### src/egcs_pkg.sv
/*
 event-group channel select: shared constants
 assumes a 16-channel converter sequencer on one clock
*/
`default_nettype none
package egcs_pkg;
	localparam int          NUM_CH        = 16;
	localparam int          CH_W          = 4;
	localparam int          RES_W         = 12;
	localparam int          ADDR_W        = 8;
	// register byte offsets
	localparam logic [7:0]  OFS_MASK      = 8'h0c;
	localparam logic [7:0]  OFS_CTRL      = 8'h00;
	localparam logic [7:0]  OFS_STATUS    = 8'h04;
	localparam logic [7:0]  OFS_IRQ_MASK  = 8'h08;
	localparam logic [7:0]  OFS_RESULT0   = 8'h40;
	localparam logic [7:0]  OFS_RESULT15  = 8'h7c;
	// ctrl fields
	localparam int          CTRL_EN_BIT   = 0;
	localparam int          CTRL_POL_BIT  = 1;
	localparam int          CTRL_SRC_LO   = 2;
	localparam int          CTRL_W        = 4;
	localparam logic [3:0]  CTRL_RESET    = 4'h0;
	// status fields
	localparam int          ST_DONE_BIT   = 0;
	localparam int          ST_BUSY_BIT   = 1;
	localparam int          ST_W          = 1;
	localparam logic [15:0] MASK_RESET    = 16'h0000;
	// trigger sources
	localparam logic [1:0]  SRC_PIN       = 2'h0;
	localparam logic [1:0]  SRC_INT0      = 2'h1;
	localparam logic [1:0]  SRC_INT1      = 2'h2;
	localparam logic [1:0]  SRC_INT2      = 2'h3;
	typedef enum logic [3:0] {
		EG_IDLE = 4'b0001,
		EG_WAIT = 4'b0010,
		EG_HOLD = 4'b0100,
		EG_CONV = 4'b1000
	} egcs_state_e;
endpackage
`default_nettype wire

### src/egcs_result_mem.sv
/*
 sixteen result words, one per channel, registered read
 assumes single clock, write and read ports independent
*/
`timescale 1ns/1ps
`default_nettype none
module egcs_result_mem #(
	parameter int W  = 12,
	parameter int N  = 16,
	parameter int AW = 4
) (
	input  wire logic          ref_clk,
	input  wire logic          rst,
	input  wire logic          ce,
	input  wire logic          wr_en,
	input  wire logic [AW-1:0] wr_idx,
	input  wire logic [W-1:0]  wr_data,
	input  wire logic [AW-1:0] rd_idx,
	output logic      [W-1:0]  rd_data
);
	logic [W-1:0] mem_q [N];
	logic [W-1:0] rd_q;

	always_ff @(posedge ref_clk)
	begin
		if (ce && wr_en)
			mem_q[wr_idx] <= wr_data;
	end

	always_ff @(posedge ref_clk or posedge rst)
	begin
		if (rst)
			rd_q <= '0;
		else if (ce)
			rd_q <= mem_q[rd_idx];
	end

	assign rd_data = rd_q;
endmodule
`default_nettype wire

### src/egcs_sync.sv
/*
 three-stage input synchroniser with agreement filter
 assumes asynchronous input, one destination clock
*/
`timescale 1ns/1ps
`default_nettype none
module egcs_sync (
	input  wire logic ref_clk,
	input  wire logic rst,
	input  wire logic ce,
	input  wire logic async_in,
	output logic      sync_out
);
	logic s1_q;
	logic s2_q;
	logic s3_q;
	logic out_q;
	logic out_d;

	always_comb
	begin
		out_d = out_q;
		if (s2_q == s3_q)
			out_d = s2_q;
	end

	always_ff @(posedge ref_clk or posedge rst)
	begin
		if (rst)
		begin
			s1_q  <= 1'b0;
			s2_q  <= 1'b0;
			s3_q  <= 1'b0;
			out_q <= 1'b0;
		end
		else if (ce)
		begin
			s1_q  <= async_in;
			s2_q  <= s1_q;
			s3_q  <= s2_q;
			out_q <= out_d;
		end
	end

	assign sync_out = out_q;
endmodule
`default_nettype wire

### src/egcs_top.sv
/*
 event-group channel select sequencer with register port
 assumes converter core answers conv_start with one conv_done
 pulse carrying result; other groups signal busy via group_busy
*/
// The address-and-strobe port and the register offsets were decided locally.
`timescale 1ns/1ps
`default_nettype none
module egcs_top
	import egcs_pkg::*;
#(
	parameter int RES_WIDTH = egcs_pkg::RES_W
) (
	input  wire logic                      ref_clk,
	input  wire logic                      rst,
	input  wire logic                      ce,
	input  wire logic [egcs_pkg::ADDR_W-1:0] reg_addr,
	input  wire logic [31:0]               reg_wdata,
	input  wire logic                      reg_wr,
	input  wire logic                      reg_rd,
	output logic      [31:0]               reg_rdata,
	input  wire logic                      external_trigger_pin,
	input  wire logic [2:0]                internal_trigger,
	input  wire logic                      group_busy,
	output logic                           conv_start,
	output logic      [egcs_pkg::CH_W-1:0] conv_channel,
	input  wire logic                      conv_done,
	input  wire logic [RES_WIDTH-1:0]      conv_result,
	output logic                           irq
);
	import egcs_pkg::*;

	function automatic logic [4:0] next_sel(input logic [15:0] m,
		input logic [4:0] from);
		logic [4:0] r;
		r = 5'h10;
		for (int i = NUM_CH - 1; i >= 0; i--)
			if (m[i] && (5'(i) >= from))
				r = 5'(i);
		return r;
	endfunction

	function automatic logic is_reg(input logic [ADDR_W-1:0] a,
		input logic [7:0] ofs);
		return a == ofs;
	endfunction

	egcs_state_e        st_q, st_d;
	logic [15:0]        event_group_channel_mask_q, mask_d;
	logic [CTRL_W-1:0]  ctrl_q, ctrl_d;
	logic [ST_W-1:0]    irq_mask_q, irq_mask_d;
	logic               event_group_done_flag_q, done_d;
	logic [CH_W-1:0]    ch_q, ch_d;
	logic [CH_W:0]      cnt_q, cnt_d;
	logic               trig_q, trig_d;
	logic               start_q, start_d;
	logic [31:0]        rdata_q, rdata_d;
	logic               pin_sync;
	logic               src_lvl;
	logic               edge_hit;
	logic               module_en;
	logic               trigger_edge_polarity;
	logic [1:0]         trigger_source_select;
	logic               wr_mask;
	logic [4:0]         first_sel;
	logic [4:0]         after_sel;
	logic [CH_W-1:0]    mem_rd_idx;
	logic [RES_WIDTH-1:0] mem_rd_data;
	logic               rd_result_q;
	logic               rd_status;

	assign module_en             = ctrl_q[CTRL_EN_BIT];
	assign trigger_edge_polarity = ctrl_q[CTRL_POL_BIT];
	assign trigger_source_select = ctrl_q[CTRL_SRC_LO +: 2];
	assign wr_mask   = reg_wr && is_reg(reg_addr, OFS_MASK);
	assign rd_status = reg_rd && is_reg(reg_addr, OFS_STATUS);

	egcs_sync u_pin_sync (
		.ref_clk  (ref_clk),
		.rst      (rst),
		.ce       (ce),
		.async_in (external_trigger_pin),
		.sync_out (pin_sync)
	);

	always_comb
	begin
		unique case (trigger_source_select)
			SRC_PIN:  src_lvl = pin_sync;
			SRC_INT0: src_lvl = internal_trigger[0];
			SRC_INT1: src_lvl = internal_trigger[1];
			SRC_INT2: src_lvl = internal_trigger[2];
		endcase
	end

	// polarity 0 rising, 1 falling
	assign trig_d   = src_lvl;
	assign edge_hit = trigger_edge_polarity ? (trig_q && !src_lvl)
		: (!trig_q && src_lvl);

	assign first_sel = next_sel(event_group_channel_mask_q, 5'h00);
	assign after_sel = next_sel(mask_d, {1'b0, ch_q} + 5'h01);

	// register writes
	always_comb
	begin
		mask_d     = event_group_channel_mask_q;
		ctrl_d     = ctrl_q;
		irq_mask_d = irq_mask_q;
		if (reg_wr)
		begin
			if (is_reg(reg_addr, OFS_MASK))
				mask_d = reg_wdata[15:0];
			if (is_reg(reg_addr, OFS_CTRL))
				ctrl_d = reg_wdata[CTRL_W-1:0];
			if (is_reg(reg_addr, OFS_IRQ_MASK))
				irq_mask_d = reg_wdata[ST_W-1:0];
		end
	end

	// sequencer
	always_comb
	begin
		st_d    = st_q;
		ch_d    = ch_q;
		cnt_d   = cnt_q;
		start_d = 1'b0;
		done_d  = event_group_done_flag_q;
		if (rd_status || wr_mask)
			done_d = 1'b0;
		unique case (st_q)
			EG_IDLE:
			begin
				if (edge_hit && first_sel != 5'h10)
				begin
					ch_d  = first_sel[CH_W-1:0];
					cnt_d = first_sel;
					st_d  = EG_WAIT;
				end
			end
			EG_WAIT:
			begin
				if (group_busy)
					st_d = EG_HOLD;
				else if (cnt_q == '0)
				begin
					start_d = 1'b1;
					st_d    = EG_CONV;
				end
				else
					cnt_d = cnt_q - 5'h01;
			end
			EG_HOLD:
			begin
				if (!group_busy)
				begin
					start_d = 1'b1;
					st_d    = EG_CONV;
				end
			end
			EG_CONV:
			begin
				if (conv_done)
				begin
					if (after_sel == 5'h10)
					begin
						st_d   = EG_IDLE;
						done_d = 1'b1;
					end
					else
					begin
						ch_d    = after_sel[CH_W-1:0];
						start_d = 1'b1;
					end
				end
			end
		endcase
		// a start already queued must not leak out after an abort
		if (wr_mask && reg_wdata[15:0] == 16'h0000)
		begin
			st_d    = EG_IDLE;
			start_d = 1'b0;
		end
		if (!module_en)
		begin
			st_d    = EG_IDLE;
			start_d = 1'b0;
			done_d  = 1'b0;
		end
	end

	assign mem_rd_idx = reg_addr[CH_W+1:2];

	egcs_result_mem #(
		.W  (RES_WIDTH),
		.N  (NUM_CH),
		.AW (CH_W)
	) u_results (
		.ref_clk (ref_clk),
		.rst     (rst),
		.ce      (ce),
		.wr_en   (st_q == EG_CONV && conv_done),
		.wr_idx  (ch_q),
		.wr_data (conv_result),
		.rd_idx  (mem_rd_idx),
		.rd_data (mem_rd_data)
	);

	// read mux, data one cycle after strobe
	always_comb
	begin
		rdata_d = 32'h0000_0000;
		if (reg_rd)
		begin
			if (is_reg(reg_addr, OFS_MASK))
				rdata_d = {16'h0000, event_group_channel_mask_q};
			else if (is_reg(reg_addr, OFS_CTRL))
				rdata_d = {28'h0000000, ctrl_q};
			else if (is_reg(reg_addr, OFS_STATUS))
				rdata_d = {30'h0, st_q != EG_IDLE,
					event_group_done_flag_q};
			else if (is_reg(reg_addr, OFS_IRQ_MASK))
				rdata_d = {31'h0, irq_mask_q};
		end
	end

	always_ff @(posedge ref_clk or posedge rst)
	begin
		if (rst)
		begin
			st_q                       <= EG_IDLE;
			event_group_channel_mask_q <= MASK_RESET;
			ctrl_q                     <= CTRL_RESET;
			irq_mask_q                 <= '0;
			event_group_done_flag_q    <= 1'b0;
			ch_q                       <= '0;
			cnt_q                      <= '0;
			trig_q                     <= 1'b0;
			start_q                    <= 1'b0;
			rdata_q                    <= '0;
			rd_result_q                <= 1'b0;
		end
		else if (ce)
		begin
			st_q                       <= st_d;
			event_group_channel_mask_q <= mask_d;
			ctrl_q                     <= ctrl_d;
			irq_mask_q                 <= irq_mask_d;
			event_group_done_flag_q    <= done_d;
			ch_q                       <= ch_d;
			cnt_q                      <= cnt_d;
			trig_q                     <= trig_d;
			start_q                    <= start_d;
			rdata_q                    <= rdata_d;
			rd_result_q                <= reg_rd
				&& reg_addr >= OFS_RESULT0 && reg_addr <= OFS_RESULT15;
		end
	end

	assign reg_rdata    = rd_result_q
		? {{(32-RES_WIDTH){1'b0}}, mem_rd_data} : rdata_q;
	assign conv_start   = start_q;
	assign conv_channel = ch_q;
	assign irq          = event_group_done_flag_q && irq_mask_q[ST_DONE_BIT];
endmodule
`default_nettype wire

### config.mk
export PLATFORM = sky130hd
export DESIGN_NAME = egcs_top
export DESIGN_NICKNAME = d
export VERILOG_FILES = /design/src/egcs_pkg.sv /design/src/egcs_result_mem.sv /design/src/egcs_sync.sv /design/src/egcs_top.sv
export SDC_FILE = /design/constraint.sdc
export NUM_CORES = 1
export LEC_CHECK = 0
export ABC_AREA = 1
export BUFFER_PORTS_ARGS = -buffer_cell sky130_fd_sc_hd__buf_2
export CORE_MARGIN = 3
export CORE_UTILIZATION = 45
export DETAILED_ROUTE_END_ITERATION = 6
export PLACE_DENSITY = 0.74
export SLEW_MARGIN = 0
export SYNTH_ARGS = -nofsm -noshare
export SYNTH_HDL_FRONTEND = slang
export SYNTH_SLANG_ARGS = --single-unit
### constraint.sdc
create_clock -name ref_clk -period 2.52 [get_ports ref_clk]
set_input_delay 0.504 -clock ref_clk [delete_from_list [all_inputs] [get_ports ref_clk]]
set_output_delay 0.504 -clock ref_clk [all_outputs]
set_load 0.05 [all_outputs]
==> flow_summary.ini <==
[clock_network]
h-tree-depth = 1
cts_tree = built
cts_root_buffer = clkbuf_16
cts.sinks = 262
clock_latency_ns = 0.54
clockBufferDepth = 3
cts_inserted_buffers = 27
clkSlewWorstSetupHoldPaths_ns = 0.06
postCtsHoldBufs = 0

[yosys]
synth-compound-area-share_pct = 14.7
netlist.area_leader.share_pct = 49.0
ys.flop_type = edfxtp_1
synth_simple_gate_area_share_pct = 14.5
synthArstFlopShare_pct = 26.7
yosys_register_bits = 262
synth_xor_area_share_pct = 0.223
mappedNetlistArea_sq_um = 11800
synth_mux_area_share_pct = 0.0956
synth_edf_count = 192
synth_warnings = 0
synth_top_family_by_area = compound AO/OA/AOI/OAI gates
synth.distinct_cells = 50
synthAdderAreaFrac_pct = 0.638
ys_seq_area_share_pct = 63.9
yosys-top-cells-area = edfxtp_1 (49%), dfrtp_1 (15%), a22oi_1 (6.1%)
netlist_instances = 1069
synth_area_per_cell_sq_um = 11.0
synth_top_area_cell = edfxtp_1

[cells_and_area]
post-route-util_pct = 53.9
num_antenna_cells = 0
num-nets-final = 1257
syn2layout_area_growth_pct = 16.6
layout-drive-gt1-share_pct = 20.3
final_area_sq_um = 13700

[grt]
grt_max_degree = 71
antenna_found_initial = 0
overflow = 0
grt_pass1_wl_mm = 45.8
grt.total_usage_pct = 20.4
grt_pass1_vias = 8197

[pwr]
pwr-share-seq_pct = 45.3
total_power_mw = 10.9
p_comb_share_pct = 19.8
p_sw_share_pct = 29.8
p_leak_nw = 5.47
clkPwrFrac_pct = 34.9
peakVddDrop_uv = 533
p_int_mw = 7.65
p_switching_mw = 3.24
p_per_area_nw_per_um2 = 793

[worst_hold_path]
hold_class = in -> async

[worst_setup_path]
cp-end-kind = output port
crit_type = reg -> out
cp_cell_sequence = o21ai_0, buf_2
cpMaxStageDelayCell = dfrtp_2
critPathLaunchType = register
worst-path-max-fanout = 22
cp_data_arrival_time_ns = 1.88
cp_slowest_stage_delay_ns = 0.55
cp.required_ns = 2.02

[floorplanning]
core_area_sq_um = 25500
rows = 58
die_area_sq_um = 28100
fp.dieW_microns = 168
ios = 101
fp.dieH_microns = 168
start_util_pct = 46.2

[drt]
vias = 8530
drt-vias-per-instance = 5.54
wl_mm = 29.2
drtIter0Drc = 900
avgRoutedWirePerCell_microns = 19.0
antenna_left = 0
route.detailed.drc = 0
firstDrtPassIters = 5

[timing]
maxSlewViolCount = 0
period_share_pct = 94.5
max_freq_ghz = 0.420
setup_viol = 0
fin_skew_ns = 0.0157
rsz0062_at_grt = no
maxSlewHeadroom_pct = 64.1
worst_pin_slew_ns = 0.537
finalHoldViolations = 0
fin_crit_ns = 2.38
hold_slack_ns = 0.0440

[placed_design]
portBuffers = 68
placed_cell_area_sq_um = 12900
hpwl_mm = 19.4
routabilityCongestion = 0.881

[status]
outcome = completed

[flow_run]
maxCapViolations = 0
power groups by stage:
stage | Clock, mW | Combinational [mW] | Sequential, mW
6_report | 3.79 | 2.16 | 4.94
5_1_grt | 4.03 | 2.39 | 4.96
4_1_cts | 3.84 | 2.12 | 4.94
3_5_place_dp | 0 | 2.10 | 5.02
3_3_place_gp | 0 | 2.07 | 5.01
2_1_floorplan | 0 | 1.39 | 5.09
stage by stage:
stage               setup slack, ns  std cells  setup TNS (ns)
finish                        0.138       1539               0
detailed placement          -0.0544       1488          -0.257
floorplan                   -0.0966       1084           -3.48
global placement            -0.0176       1488         -0.0585
global route                0.00228       1539               0
CTS                         0.00346       1538               0
kinds of logic after synthesis:
group	count (synthesis)
buffers and inverters	164
other	1
XOR/XNOR	3
AND/OR/NAND/NOR	370
flip-flops	262
adder cells (fa/ha/maj)	6
multiplexers	1
AO/OA/AOI/OAI	262
per-layer routing:
| layer | global-route usage [%] | wire length [microns] |
|---|---|---|
| met1 | 29.4 | 12500 |
| met2 | 33.5 | 14000 |
| met3 | 3.09 | 2290 |
| met4 | 3.52 | 417 |
| met5 | 0 | 0 |
synthesized netlist by cell type (17+ instances only):
master / instances
dfrtp_1: 69
edfxtp_1: 192
buf_4: 17
a22oi_1: 96
inv_1: 98
o21ai_0: 60
nand2_2: 19
nand2_1: 192
nor2_1: 69
a21oi_1: 42
clkbuf_1: 36
nand3_1: 41
area by class of cell:
type | count | area (sq um)
Inverter | 105 | 407
Sequential cell | 262 | 7520
Clock buffer | 40 | 754
Clock inverter | 10 | 88.8
Tap cell | 330 | 413
Fill cell | 2173 | 11700
Multi-Input combinational cell | 658 | 3640
Timing Repair Buffer | 134 | 898
worst max-delay path: cells and delay by family (launching register included):
kind,cells,cell delay [ns]
AO/OA/AOI/OAI,1,0.43
buffers and inverters,1,0.35
flip-flops,1,0.55
placed cells by master, fill, tap and decap left out, types with 11 or more instances in the layout:
cell       instances
o32ai_1           11
a22oi_1           96
a21oi_1           42
nand3_1           41
nand2_2           19
o21ai_0           58
dfrtp_1           66
edfxtp_1         192
clkbuf_16         27
buf_4             61
buf_2             68
conb_1            16
nor2_1            67
inv_1             95
nand2_1          192
registers in the layout, summed over array words and instances (netlist names), 4 cells and up:
name                        count
ctrl_q                          4
u_results.mem_q               192
rdata_q                        16
st_q                            4
event_group_channel_mask_q     16
cnt_q                           5
conv_channel                    4
u_results.rd_data              12
path summary, 6_finish.rpt:
check | startpoint | endpoint | cells past startpoint | slack, ns
max in group asynchronous | rst | st_q[0] | 3 | 2.12
min reg2reg | u_pin_sync.s2_q | u_pin_sync.s2_q | 2 | 0.47
min in group ref_clk | external_trigger_pin | u_pin_sync.s1_q | 3 | 0.18
min | rst | rd_result_q | 3 | 0.04
max reg2reg | conv_channel[0] | conv_channel[3] | 15 | 0.15
max | rd_result_q | reg_rdata[4] | 2 | 0.14
timing repair:
| item | in CTS | in global routing |
|---|---|---|
| endpoints found under the hold margin | 0 | 0 |
| buffers inserted | 0 | 1 |
| gates resized for setup | 0 | 7 |
| endpoints found under the setup margin | 0 | 14 |
No activity file was read; power rests on OpenSTA's default activity.
